--- src/shared/tmw_pkg.sv ---
// Constants and types shared by the 16-bit timer waveform control block.
package tmw_pkg;
	localparam int unsigned CNT_W = 16;
	// Register byte offsets.
	localparam logic [7:0] OFS_CTRL_A  = 8'h00;
	localparam logic [7:0] OFS_CTRL_B  = 8'h04;
	localparam logic [7:0] OFS_MATCH_A = 8'h08;
	localparam logic [7:0] OFS_MATCH_B = 8'h0C;
	localparam logic [7:0] OFS_CAPT    = 8'h10;
	localparam logic [7:0] OFS_COUNT   = 8'h14;
	localparam logic [7:0] OFS_STATUS  = 8'h18;
	localparam logic [7:0] OFS_PORT    = 8'h1C;
	// Field positions.
	localparam int POS_OM_A  = 6;
	localparam int POS_OM_B  = 4;
	localparam int POS_RSV   = 2;
	localparam int POS_WM_LO = 0;
	localparam int POS_WM_HI = 3;
	localparam int ST_OVF    = 0;
	localparam int ST_WAVE_A = 1;
	localparam int ST_WAVE_B = 2;
	localparam int ST_DOWN   = 3;
	localparam int PT_DIR_A  = 0;
	localparam int PT_DIR_B  = 1;
	localparam int PT_DAT_A  = 2;
	localparam int PT_DAT_B  = 3;
	// Reset values.
	localparam logic [7:0]  RST_CTRL = 8'h00;
	localparam logic [1:0]  RST_HI   = 2'h0;
	localparam logic [3:0]  RST_PORT = 4'h0;
	localparam logic [15:0] RST_WORD = 16'h0000;
	localparam logic [31:0] RD_ZERO  = 32'h00000000;
	// Counter limits.
	localparam logic [15:0] BOTTOM  = 16'h0000;
	localparam logic [15:0] CNT_ONE = 16'h0001;
	localparam logic [15:0] TOP_MAX = 16'hFFFF;
	localparam logic [15:0] TOP_8   = 16'h00FF;
	localparam logic [15:0] TOP_9   = 16'h01FF;
	localparam logic [15:0] TOP_10  = 16'h03FF;
	// Compare-output codes.
	localparam logic [1:0] OM_OFF    = 2'h0;
	localparam logic [1:0] OM_TOGGLE = 2'h1;
	localparam logic [1:0] OM_CLEAR  = 2'h2;
	localparam logic [1:0] OM_SET    = 2'h3;
	// Waveform modes.
	localparam logic [3:0] WM_NORMAL   = 4'h0;
	localparam logic [3:0] WM_PC8      = 4'h1;
	localparam logic [3:0] WM_PC9      = 4'h2;
	localparam logic [3:0] WM_PC10     = 4'h3;
	localparam logic [3:0] WM_CTC_A    = 4'h4;
	localparam logic [3:0] WM_FAST8    = 4'h5;
	localparam logic [3:0] WM_FAST9    = 4'h6;
	localparam logic [3:0] WM_FAST10   = 4'h7;
	localparam logic [3:0] WM_PFC_CAP  = 4'h8;
	localparam logic [3:0] WM_PFC_A    = 4'h9;
	localparam logic [3:0] WM_PC_CAP   = 4'hA;
	localparam logic [3:0] WM_PC_A     = 4'hB;
	localparam logic [3:0] WM_CTC_CAP  = 4'hC;
	localparam logic [3:0] WM_RSVD     = 4'hD;
	localparam logic [3:0] WM_FAST_CAP = 4'hE;
	localparam logic [3:0] WM_FAST_A   = 4'hF;
	typedef enum logic [1:0] {CLS_SINGLE, CLS_FAST, CLS_DUAL} tmw_cls_t;
	typedef struct packed {
		logic        psel;
		logic        penable;
		logic        pwrite;
		logic [7:0]  paddr;
		logic [31:0] pwdata;
	} tmw_apb_req_t;
	typedef struct packed {
		logic        pready;
		logic        pslverr;
		logic [31:0] prdata;
	} tmw_apb_rsp_t;
	typedef struct packed {
		logic o;
		logic oe;
	} tmw_pin_t;
endpackage

--- src/rtl/tmw_top.sv ---
// Timer waveform mode decode, counter, compare-output control, APB slave.
//
// Notes on behaviour
// RQ1 - Nonzero channel A code takes pin A; code 01 in PWM modes other than 8-11 and 14/15 leaves it on port data.
// RQ2 - Nonzero channel B code takes pin B; code 01 in any PWM mode leaves it on port data.
// RQ3 - Pin driven only when direction bit selects output.
// RQ4 - Code 00 leaves pin on port data.
// RQ5 - Non-PWM: 01 toggle, 10 clear, 11 set.
// RQ6 - Fast PWM toggle only channel A, modes 14/15.
// RQ7 - Fast PWM: 10 clear-match/set-top, 11 opposite.
// RQ8 - Fast PWM: match at TOP ignored, TOP acts.
// RQ9 - Dual-slope toggle only channel A, modes 8-11.
// RQ10 - Dual-slope: 10 clear up, set down.
// RQ11 - Mode joins control B high, A low bits.
// RQ12 - TOP chosen per waveform mode.
// RQ13 - Phase correct: load at TOP, flag BOTTOM.
// RQ14 - Phase/frequency correct: load and flag BOTTOM.
// RQ15 - Fast PWM: load and flag at TOP.
// RQ16 - Normal/CLEAR_ON_MATCH_MODE: immediate compare, flag at MAX.
// RQ17 - Software avoids reserved mode 13.
// RQ18 - Control A bits 3:2 read zero.
// RQ19 - Upper mode bits sit at control B 4:3.
// RQ20 - Dual-slope extremes hold output steady.
`timescale 1ns/1ps
`default_nettype none
module tmw_top
	import tmw_pkg::*;
(
	// Clock and reset
	input  wire logic         CLK,
	input  wire logic         SRST,
	// Timer clock enable
	input  wire logic         TICK,
	// APB slave
	input  wire tmw_apb_req_t APB_REQ,
	output var  tmw_apb_rsp_t APB_RSP,
	// Waveform pins and overflow level
	output var  tmw_pin_t     WAVE_PIN_A,
	output var  tmw_pin_t     WAVE_PIN_B,
	output var  logic         OVERFLOW_FLAG
);

	function automatic tmw_cls_t cls_of(input logic [3:0] m);
		unique case (m)
			WM_PC8, WM_PC9, WM_PC10, WM_PFC_CAP, WM_PFC_A,
			WM_PC_CAP, WM_PC_A:
				cls_of = CLS_DUAL;
			WM_FAST8, WM_FAST9, WM_FAST10, WM_FAST_CAP,
			WM_FAST_A:
				cls_of = CLS_FAST;
			default:
				cls_of = CLS_SINGLE;
		endcase
	endfunction

	function automatic logic [15:0] top_of(input logic [3:0] m,
		input logic [15:0] oa, input logic [15:0] ic);
		unique case (m)
			WM_PC8, WM_FAST8:
				top_of = TOP_8;
			WM_PC9, WM_FAST9:
				top_of = TOP_9;
			WM_PC10, WM_FAST10:
				top_of = TOP_10;
			WM_CTC_A, WM_PFC_A, WM_PC_A, WM_FAST_A:
				top_of = oa;
			WM_PFC_CAP, WM_PC_CAP, WM_CTC_CAP, WM_FAST_CAP:
				top_of = ic;
			default:
				top_of = TOP_MAX;
		endcase
	endfunction

	// A PWM toggle code without toggle support leaves the pin alone.
	function automatic logic conn_of(input logic [1:0] om,
		input tmw_cls_t c, input logic tog_ok);
		conn_of = (om != OM_OFF) &&
			!(c != CLS_SINGLE && om == OM_TOGGLE && !tog_ok);
	endfunction

	function automatic logic wave_of(input logic [1:0] om,
		input logic cur, input tmw_cls_t c, input logic tog_ok,
		input logic hit, input logic at_top, input logic up,
		input logic [15:0] ocr, input logic [15:0] top);
		logic v;
		v = cur;
		unique case (c)
			CLS_SINGLE:
			begin
				if (hit && om == OM_TOGGLE)
					v = ~cur; // [RQ5]
				else if (hit && om[1])
					v = om[0]; // [RQ5]
			end
			CLS_FAST:
			begin
				if (om[1])
				begin
					if (hit && ocr != top)
						v = om[0]; // [RQ7] [RQ8]
					if (at_top)
						v = ~om[0]; // [RQ7] [RQ8]
				end
				else if (om == OM_TOGGLE && tog_ok && hit)
					v = ~cur; // [RQ6]
			end
			CLS_DUAL:
			begin
				if (om[1])
				begin
					if (ocr == BOTTOM)
						v = om[0]; // [RQ20]
					else if (ocr == top)
						v = ~om[0]; // [RQ20]
					else if (hit)
						v = up ? om[0] : ~om[0]; // [RQ10]
				end
				else if (om == OM_TOGGLE && tog_ok && hit)
					v = ~cur; // [RQ9]
			end
		endcase
		wave_of = v;
	endfunction

	// Register file state.
	logic [7:0]   ctrl_a_reg, ctrl_a_next;
	logic [1:0]   wm_hi_reg, wm_hi_next;
	logic [15:0]  buf_a_reg, buf_a_next;
	logic [15:0]  buf_b_reg, buf_b_next;
	logic [15:0]  capt_reg, capt_next;
	logic [3:0]   port_reg, port_next;
	tmw_apb_rsp_t rsp_next;
	logic         acc, wr;

	// Timer state.
	logic [15:0]  cnt_reg, cnt_next;
	logic         up_reg, up_next;
	logic [15:0]  act_a_reg, act_a_next;
	logic [15:0]  act_b_reg, act_b_next;
	logic         wave_a_reg, wave_a_next;
	logic         wave_b_reg, wave_b_next;
	logic         ovf_reg, ovf_next;
	tmw_pin_t     pin_a_next, pin_b_next;

	logic [3:0]   mode;
	tmw_cls_t     cls;
	logic [15:0]  top;
	logic [1:0]   om_a, om_b;
	logic         at_top, at_bot, hit_a, hit_b;
	logic         tog_ok_a, conn_a, conn_b, pfc, load, ovf_ev;

	assign om_a = ctrl_a_reg[POS_OM_A +: 2];
	assign om_b = ctrl_a_reg[POS_OM_B +: 2];
	assign mode = {wm_hi_reg, ctrl_a_reg[POS_WM_LO +: 2]}; // [RQ11]
	assign cls  = cls_of(mode);
	assign top  = top_of(mode, act_a_reg, capt_reg); // [RQ12]
	assign at_top = cnt_reg == top;
	assign at_bot = cnt_reg == BOTTOM;
	assign hit_a  = TICK && cnt_reg == act_a_reg;
	assign hit_b  = TICK && cnt_reg == act_b_reg;
	assign tog_ok_a = (cls == CLS_FAST) ?
		(mode == WM_FAST_CAP || mode == WM_FAST_A) : // [RQ6]
		(mode == WM_PFC_CAP || mode == WM_PFC_A ||
		 mode == WM_PC_CAP || mode == WM_PC_A); // [RQ9]
	assign conn_a = conn_of(om_a, cls, tog_ok_a); // [RQ1] [RQ4]
	// Channel B never toggles in PWM modes.
	assign conn_b = conn_of(om_b, cls, 1'b0); // [RQ2] [RQ6] [RQ9]
	assign pfc    = mode == WM_PFC_CAP || mode == WM_PFC_A;
	assign load   = TICK && (pfc ? at_bot : at_top); // [RQ13] [RQ14] [RQ15]

	// APB: one wait state, answer registered.
	assign acc = APB_REQ.psel && APB_REQ.penable && APB_RSP.pready;
	assign wr  = acc && APB_REQ.pwrite;

	always_comb
	begin
		ctrl_a_next = ctrl_a_reg;
		wm_hi_next  = wm_hi_reg;
		buf_a_next  = buf_a_reg;
		buf_b_next  = buf_b_reg;
		capt_next   = capt_reg;
		port_next   = port_reg;
		rsp_next.pready  = APB_REQ.psel && APB_REQ.penable &&
			!APB_RSP.pready;
		rsp_next.pslverr = 1'b0;
		rsp_next.prdata  = RD_ZERO;
		if (wr)
		begin
			unique case (APB_REQ.paddr)
				OFS_CTRL_A:
				begin
					ctrl_a_next = APB_REQ.pwdata[7:0];
					ctrl_a_next[POS_RSV +: 2] = OM_OFF; // [RQ18]
				end
				OFS_CTRL_B:
					wm_hi_next = APB_REQ.pwdata[POS_WM_HI +: 2]; // [RQ19]
				OFS_MATCH_A:
					buf_a_next = APB_REQ.pwdata[15:0];
				OFS_MATCH_B:
					buf_b_next = APB_REQ.pwdata[15:0];
				OFS_CAPT:
					capt_next = APB_REQ.pwdata[15:0];
				OFS_PORT:
					port_next = APB_REQ.pwdata[3:0];
				default:
				begin
				end
			endcase
		end
		if (rsp_next.pready)
		begin
			unique case (APB_REQ.paddr)
				OFS_CTRL_A:
					rsp_next.prdata[7:0] = ctrl_a_reg; // [RQ18]
				OFS_CTRL_B:
					rsp_next.prdata[POS_WM_HI +: 2] = wm_hi_reg;
				OFS_MATCH_A:
					rsp_next.prdata[15:0] = buf_a_reg;
				OFS_MATCH_B:
					rsp_next.prdata[15:0] = buf_b_reg;
				OFS_CAPT:
					rsp_next.prdata[15:0] = capt_reg;
				OFS_COUNT:
					rsp_next.prdata[15:0] = cnt_reg;
				OFS_STATUS:
					rsp_next.prdata[3:0] = {~up_reg, wave_b_reg,
						wave_a_reg, ovf_reg};
				OFS_PORT:
					rsp_next.prdata[3:0] = port_reg;
				default:
					rsp_next.pslverr = 1'b1;
			endcase
		end
	end

	always_ff @(posedge CLK)
	begin
		if (SRST)
		begin
			ctrl_a_reg <= RST_CTRL;
			wm_hi_reg  <= RST_HI;
			buf_a_reg  <= RST_WORD;
			buf_b_reg  <= RST_WORD;
			capt_reg   <= RST_WORD;
			port_reg   <= RST_PORT;
			APB_RSP    <= '0;
		end
		else
		begin
			ctrl_a_reg <= ctrl_a_next;
			wm_hi_reg  <= wm_hi_next;
			buf_a_reg  <= buf_a_next;
			buf_b_reg  <= buf_b_next;
			capt_reg   <= capt_next;
			port_reg   <= port_next;
			APB_RSP    <= rsp_next;
		end
	end

	// Counter, compare buffers, overflow flag and waveform outputs.
	always_comb
	begin
		cnt_next = cnt_reg;
		up_next  = up_reg;
		ovf_ev   = 1'b0;
		if (TICK)
		begin
			if (cls == CLS_DUAL)
			begin
				ovf_ev = at_bot && !up_reg; // [RQ13] [RQ14]
				if (up_reg && at_top)
				begin
					up_next  = 1'b0;
					cnt_next = cnt_reg - CNT_ONE;
				end
				else if (!up_reg && at_bot)
				begin
					up_next  = 1'b1;
					cnt_next = cnt_reg + CNT_ONE;
				end
				else
					cnt_next = up_reg ? cnt_reg + CNT_ONE :
						cnt_reg - CNT_ONE;
			end
			else
			begin
				up_next  = 1'b1;
				cnt_next = at_top ? BOTTOM : cnt_reg + CNT_ONE;
				ovf_ev   = (cls == CLS_FAST) ? at_top : // [RQ15]
					cnt_reg == TOP_MAX; // [RQ16]
			end
		end
		// Unbuffered modes track software writes in the same cycle.
		act_a_next = (cls == CLS_SINGLE) ? buf_a_next : // [RQ16]
			(load ? buf_a_reg : act_a_reg);
		act_b_next = (cls == CLS_SINGLE) ? buf_b_next :
			(load ? buf_b_reg : act_b_reg);
		// A new event beats a write-one clear in the same cycle.
		ovf_next = ovf_ev || (ovf_reg && !(wr &&
			APB_REQ.paddr == OFS_STATUS && APB_REQ.pwdata[ST_OVF]));
		wave_a_next = wave_of(om_a, wave_a_reg, cls, tog_ok_a, hit_a,
			TICK && at_top, up_reg, act_a_reg, top);
		wave_b_next = wave_of(om_b, wave_b_reg, cls, 1'b0, hit_b,
			TICK && at_top, up_reg, act_b_reg, top);
		pin_a_next.o  = conn_a ? wave_a_next : port_next[PT_DAT_A];
		pin_a_next.oe = port_next[PT_DIR_A]; // [RQ3]
		pin_b_next.o  = conn_b ? wave_b_next : port_next[PT_DAT_B];
		pin_b_next.oe = port_next[PT_DIR_B]; // [RQ3]
	end

	always_ff @(posedge CLK)
	begin
		if (SRST)
		begin
			cnt_reg       <= RST_WORD;
			up_reg        <= 1'b1;
			act_a_reg     <= RST_WORD;
			act_b_reg     <= RST_WORD;
			ovf_reg       <= 1'b0;
			wave_a_reg    <= 1'b0;
			wave_b_reg    <= 1'b0;
			WAVE_PIN_A    <= '0;
			WAVE_PIN_B    <= '0;
			OVERFLOW_FLAG <= 1'b0;
		end
		else
		begin
			cnt_reg       <= cnt_next;
			up_reg        <= up_next;
			act_a_reg     <= act_a_next;
			act_b_reg     <= act_b_next;
			ovf_reg       <= ovf_next;
			wave_a_reg    <= wave_a_next;
			wave_b_reg    <= wave_b_next;
			WAVE_PIN_A    <= pin_a_next;
			WAVE_PIN_B    <= pin_b_next;
			OVERFLOW_FLAG <= ovf_next;
		end
	end
endmodule
`default_nettype wire

--- config.mk ---
export PLATFORM = sky130hd
export DESIGN_NAME = tmw_top
export DESIGN_NICKNAME = d
export VERILOG_FILES = /design/src/shared/tmw_pkg.sv /design/src/rtl/tmw_top.sv
export SDC_FILE = /design/constraint.sdc
export NUM_CORES = 1
export LEC_CHECK = 0
export ABC_AREA = 0
export BUFFER_PORTS_ARGS = -buffer_cell sky130_fd_sc_hd__buf_2
export CAP_MARGIN = 20
export CELL_PAD_IN_SITES_DETAIL_PLACEMENT = 0
export CELL_PAD_IN_SITES_GLOBAL_PLACEMENT = 2
export CORE_UTILIZATION = 30
export CTS_BUF_LIST = sky130_fd_sc_hd__clkbuf_8
export CTS_CLUSTER_DIAMETER = 120
export DETAILED_ROUTE_END_ITERATION = 12
export PLACE_DENSITY = 0.72
export SLEW_MARGIN = 20
export SYNTH_ARGS = -nofsm -noshare
export SYNTH_HDL_FRONTEND = slang
export SYNTH_SLANG_ARGS = --single-unit
--- constraint.sdc ---
create_clock -name CLK -period 4.49 [get_ports CLK]
set_input_delay 0.2245 -clock CLK [delete_from_list [all_inputs] [get_ports CLK]]
set_output_delay 0.2245 -clock CLK [all_outputs]
set_load 0.05 [all_outputs]
==> results of run 1 <==
## metal layers
| layer | wire length [µm] | vias up |
|---|---|---|
| met5 | 0 | - |
| met4 | 919 | 0 |
| met3 | 2050 | 45 |
| met2 | 15500 | 301 |
| met1 | 16800 | 4348 |
| li1 | - | 4325 |
## cells in the mapped netlist (all sizes together), types with 10 or more instances
master     n  area share (%)
clkbuf    70             2.9
nor4      20             1.6
a21oi    113             6.4
nand3     23             1.3
o31ai     10            0.89
o21ai     47             2.6
a221o     16             1.8
nand2b    14            0.98
o2bb2ai   17             1.7
a22oi     32             2.7
nor3      35             2.3
o22ai     16             1.1
buf       45             3.2
and2      22             1.5
xnor2     28             2.7
xor2      11             1.1
a31oi     19             1.5
inv       39             1.6
mux2i     24             2.7
nand2    149             6.3
and3      20             1.4
nor2      66             2.8
nor2b     10            0.78
a221oi    11             1.1
a222oi    10             1.1
dfxtp    132              30
or3       20             1.5
nand4     19             1.3
## layout make-up
class / count / area [µm²] / area share [%]
Clock buffer: 19 / 262 / 2.64
Clock inverter: 13 / 156 / 1.58
Inverter: 40 / 150 / 1.52
Multi-Input combinational cell: 897 / 5670 / 57.3
Sequential cell: 132 / 2640 / 26.7
Tap cell: 384 / 480 / 4.85
Timing Repair Buffer: 86 / 533 / 5.39
## critical path: stages, from the launching register on
cell      delay [ns]
dfxtp_1         0.65
buf_12          0.21
or4b_1          0.43
a21oi_1         0.40
or3_1           0.27
nand4_1         0.16
nor4_4          0.51
a31oi_4         0.30
nor2_2          0.32
buf_4           0.22
o311ai_0        0.15
a31oi_1         0.20
## final timing paths
check                           depth (start not counted)         start           end  slack [ns]
worst max register to register                         11  wm_hi_reg[0]   cnt_reg[12]        0.57
worst min-delay path                                    3    APB_REQ[8]  buf_b_reg[8]        0.03
worst max-delay path                                   11  wm_hi_reg[0]   cnt_reg[12]        0.57
worst min register to register                          1  buf_b_reg[2]  act_b_reg[2]        0.48
## logic make-up (layout without fill, tap and decap cells)
kind of cell | count (synthesis) | count (layout)
AOI/OAI and AO/OA | 364 | 364
xor gates and xnor gates | 39 | 39
adders and majority gates | 5 | 5
buffers and inverters | 155 | 158
DFF | 132 | 132
muxes | 27 | 27
other | 1 | 16
and+or+nand+nor | 446 | 446
## stage by stage
| stage | instance area, µm² | util, % | power, W |
|---|---|---|---|
| after detailed placement | 9470 | 32.6 | 0.00138 |
| after CTS | 9900 | 34.1 | 0.00249 |
| after global placement | 9470 | 32.6 | 0.00138 |
| final | 9900 | 34.1 | 0.00247 |
| after global routing | 9900 | 34.1 | 0.00256 |
| after floorplan | 9000 | - | 0.00133 |
## report_power, final
part	leakage (nW)	internal, W	switching [W]
clock	0.223	0.000579	0.000543
sequential	1.06	0.00117	0.00000151
combinational	2.11	0.0000412	0.000137
total	3.40	0.00179	0.000682
==> results.toml, run 1 <==
[outcome]
status = "completed"

[placed_design]
port_buffers = 52
hpwl_um = 25900
placed_cells = 1538
gp_congestion = 0.944
place_ws_ns = 0.697

[synth]
synthMuxAreaShare_pct = 3.06
yosysWarnings = 0
synth_edf_count = 0
syn-cell-area_um2 = 8950
avgSynthCellArea_um2 = 7.65
synth-main-ff-cell = "dfxtp_1"
synth_compound_area_share_pct = 28.4
synthAdderAreaFrac_pct = 0.699
synthXorXnorAreaFrac_pct = 3.82
asyncSetResetFlopFracSynth_pct = 0
synth-simple-area-share_pct = 26.6
ys_seq_area_share_pct = 29.5
ys_ff_latch = 132
synth.distinct_cells = 88
syn-instance-count = 1169
synth_top_family_by_area = "compound AO/OA/AOI/OAI gates"

[power_and_ir_drop]
power.density_nw_per_um2 = 250
peakVddDrop_mv = 0.168
power_leakage_nw = 3.40

[timing]
final_max_slew_viol_count = 0
finalSetupTns_ns = 0
tightest_slew_ns = 1.09
min_period_over_period_pct = 87.2
min_period_ns = 3.92
max_freq_ghz = 0.255
layout_setup_ws_ns = 0.575
setup_viol = 0
hold_ws_ns = 0.0271
max_slew_margin_pct = 26.9
clock_skew_ns = 0.0266
rsz0062_at_grt = "false"
hold_violations = 0

[die]
start_util_pct = 30.8
core_area_um2 = 29000
die_area_um2 = 30500
ios = 85
die_h_um = 175
floorplan.die.width_um = 175
fp-row-count = 62

[layout]
largest_reg_flops = 18
fillCellCount = 3202
final_nets = 1225
instances_no_fill = 1571
area_delta_synth_final_pct = 10.6
antenna_cells = 0
final_cell_mix = "nand2_1 (148), dfxtp_1 (131), a21oi_1 (109)"
layout-drive-gt1-share_pct = 13.3
largest-register = "APB_RSP"
layout_commonest_cell = "nand2_1"

[drt]
drt_iter0_markers = 1118
vias_per_cell = 5.74
wl_per_cell_um = 22.4
drt_wl_total_um = 35200
drtAntennaViolNets = 0
drc = 0
num_vias = 9019
dr.pass1.iters = 5

[worst_setup_path]
path_class = "flop to flop"
cp_max_fo = 19
crit_required_ns = 4.89
critPathCaptureType = "flop"
cp.arrival_ns = 4.32
startpoint_type = "flop"

[global_routing]
antenna_found_initial = 0
grt_overflow = 0
top_usage_layer = "met2"
grt_util_met2_pct = 34.7
grt_pass1_vias = 8360
met3_usage_pct = 3.83
grt_max_degree = 57
grt_usage_pct = 23.2
use_met1_pct = 33.4
grt_first_pass_wirelength_um = 53300

[clock_tree]
clock_latency_ns = 0.49
path_clk_slew_ns = 0.10
postCtsHoldBufs = 1
cts_sinks = 132
cts_buffers = 17
cts_setup_buffers = 0
cts-root-buf = "clkbuf_8"
clockBufferDepth = 2
cts_resized = 0
cts_tree = "built"
htreeDepth = 4

[flow_run]
cap_violations = 0

[min_path]
hold_path_class = "input port to flop"
(Power assumes the default switching activity.)
==> run 2: changes to the inputs <==
ABC_AREA = 1   (was 0)
PLACE_DENSITY = 0.77   (was 0.72)
==> results.toml, run 2 <==
[flow_run]
cap_violations = 0

[placed_design]
placed_cells = 1700
hpwl_um = 24500
gp_congestion = 0.882
port_buffers = 52
place_ws_ns = 0.825

[clock_tree]
cts_tree = "built"
clock_latency_ns = 0.47
path_clk_slew_ns = 0.10
cts_buffers = 17
cts_sinks = 132
cts-root-buf = "clkbuf_8"
htreeDepth = 4
cts_resized = 0
clockBufferDepth = 2

[die]
ios = 85
die_h_um = 170
start_util_pct = 30.6
fp-row-count = 61
die_area_um2 = 29100
floorplan.die.width_um = 170
core_area_um2 = 27900

[timing]
tightest_slew_ns = 0.912
finalSetupTns_ns = 0
setup_viol = 0
layout_setup_ws_ns = 0.759
final_max_slew_viol_count = 0
max_slew_margin_pct = 39.2
min_period_ns = 3.73
max_freq_ghz = 0.268
hold_violations = 0
rsz0062_at_grt = "false"
min_period_over_period_pct = 83.1
hold_ws_ns = 0.0152
clock_skew_ns = 0.0239

[synth]
syn-cell-area_um2 = 8510
synthAdderAreaFrac_pct = 0.735
synth.top_cell.area_share_pct = 31.0
synthXorXnorAreaFrac_pct = 7.10
synth-main-ff-cell = "dfxtp_1"
synth.distinct_cells = 43
synth-simple-area-share_pct = 32.9
ys_ff_latch = 132
synth_common_cells = "nand2_1 (229), nor2_1 (198), inv_1 (137), dfxtp_1 (132), a21oi_1 (100)"
syn-instance-count = 1313
synthMuxAreaShare_pct = 1.06
yosys-top-cells-area = "dfxtp_1 (31%), nand2_1 (10%), nor2_1 (8.7%), xor2_1 (6.5%), inv_1 (6.0%)"
yosysWarnings = 0
synth_edf_count = 0
synth_top_cell_by_area = "dfxtp_1"
synth_top_family_by_area = "simple AND/OR/NAND/NOR gates"
synth_compound_area_share_pct = 16.0
asyncSetResetFlopFracSynth_pct = 0
synth_most_common_cell = "nand2_1"
avgSynthCellArea_um2 = 6.48
ys_seq_area_share_pct = 31.0

[layout]
multi_input_area_um2 = 4980
layout_commonest_cell = "nand2_1"
seqCellArea_um2 = 2640
final_nets = 1393
largest-register = "APB_RSP"
layout-drive-gt1-share_pct = 11.1
largest_reg_flops = 18
instances_no_fill = 1733
area_delta_synth_final_pct = 11.4
fillCellCount = 3113
fin_util_pct = 34.0
final_cell_mix = "nand2_1 (229), nor2_1 (198), inv_1 (137)"
antenna_cells = 0

[global_routing]
use_met1_pct = 32.6
grt_usage_pct = 22.8
grt_pass1_vias = 8036
grt_util_met2_pct = 36.0
top_usage_layer = "met2"
grt_max_degree = 75
antenna_found_initial = 0
met3_usage_pct = 3.21
grt_first_pass_wirelength_um = 49000
grt_overflow = 0

[worst_setup_path]
crit_required_ns = 4.87
path_depth = 19
crit_family = "simple AND/OR/NAND/NOR gates"
cp.arrival_ns = 4.11
rr_worst_depth = 19
cp_common_cell = "nand2_1"
startpoint_type = "flop"
crit_buf_inv = 5
r2r-start = "ctrl_a_reg[0]"
path_class = "flop to flop"
r2r_end = "act_b_reg[0]"
critPathCaptureType = "flop"
path_cells = "inv_1, nand2_4, inv_2, nor2_2, nand2_4, nand2_1, nor2_1, xor2_1, nor2_1, nand2_1, nor2_1, nand2_1, inv_2, o21ai_2, nand2_1, inv_2, buf_12, nand2_1, a21oi_1"
cpPeakStageDelay_ns = 0.35
cp_max_fo = 33
critPathSlowestCell = "dfxtp_1"
reg2reg_slack_ns = 0.76

[drt]
drt_iter0_markers = 719
wl_per_cell_um = 18.6
vias_per_cell = 5.00
dr.pass1.iters = 6
drc = 0
drt_wl_total_um = 32200
drtAntennaViolNets = 0
num_vias = 8667

[min_path]
hp-start = "APB_REQ[14]"
hold_path_class = "input port to flop"
whs_path_depth = 3
whs_endpoint = "capt_reg[14]"

[power_and_ir_drop]
peakVddDrop_mv = 0.186
power_leakage_nw = 3.75
power.density_nw_per_um2 = 265

[outcome]
status = "completed"
run 2: worst max-delay path by stage:
stage	startpoint	slack (ns)	endpoint
global placement	ctrl_a_reg[0]	0.85	act_a_reg[1]
global route	ctrl_a_reg[0]	0.41	act_b_reg[5]
detailed placement	ctrl_a_reg[0]	0.82	act_b_reg[6]
CTS	ctrl_a_reg[0]	0.78	act_b_reg[0]
finish	ctrl_a_reg[0]	0.76	act_b_reg[0]
floorplan	cnt_reg[1]	2.05	act_a_reg[0]
run 2: cell families after synthesis:
| group | after synthesis |
|---|---|
| AOI/OAI and AO/OA | 249 |
| xor gates and xnor gates | 69 |
| adders and majority gates | 5 |
| buffers and inverters | 225 |
| DFF | 132 |
| muxes | 9 |
| other | 1 |
| and+or+nand+nor | 623 |
run 2: final cells by class:
class / count / area share [%]
clock inverters: 15 / 1.70
multi-input cells: 971 / 52.5
flip-flops and latches: 132 / 27.9
repair buffers: 74 / 4.65
clock buffers: 17 / 2.47
inverters: 146 / 5.78
well taps: 378 / 4.99
run 2: layer usage:
metal / routed length [µm] / vias up
met5: 0 / -
met4: 431 / 0
met3: 1650 / 28
met2: 14500 / 252
met1: 15600 / 4013
li1: - / 4374
run 2: timing repair:
| action | 4_1_cts | 5_1_grt |
|---|---|---|
| setup buffers | 0 | 0 |
| hold buffers | 1 | 0 |
| setup endpoints to repair | 0 | 0 |
| endpoints found under the hold margin | 1 | 0 |
run 2: worst min-delay path: cells and delay by family:
kind,cells,cell delay (ns)
buffers and inverters,1,0.11
and+or+nand+nor,2,0.13
run 2: report_power, final:
part	total [W]	internal, W	switching [W]
Sequential	0.00122	0.00118	0.0000351
Combinational	0.000232	0.0000695	0.000162
Clock	0.00107	0.000465	0.000604
run 2: stage by stage:
| step | power [W] | cell area (µm²) |
|---|---|---|
| after global placement | 0.00147 | 9070 |
| after CTS | 0.00254 | 9480 |
| after global routing | 0.00262 | 9480 |
| after detailed placement | 0.00147 | 9070 |
| final | 0.00252 | 9480 |
| after floorplan | 0.00141 | 8570 |
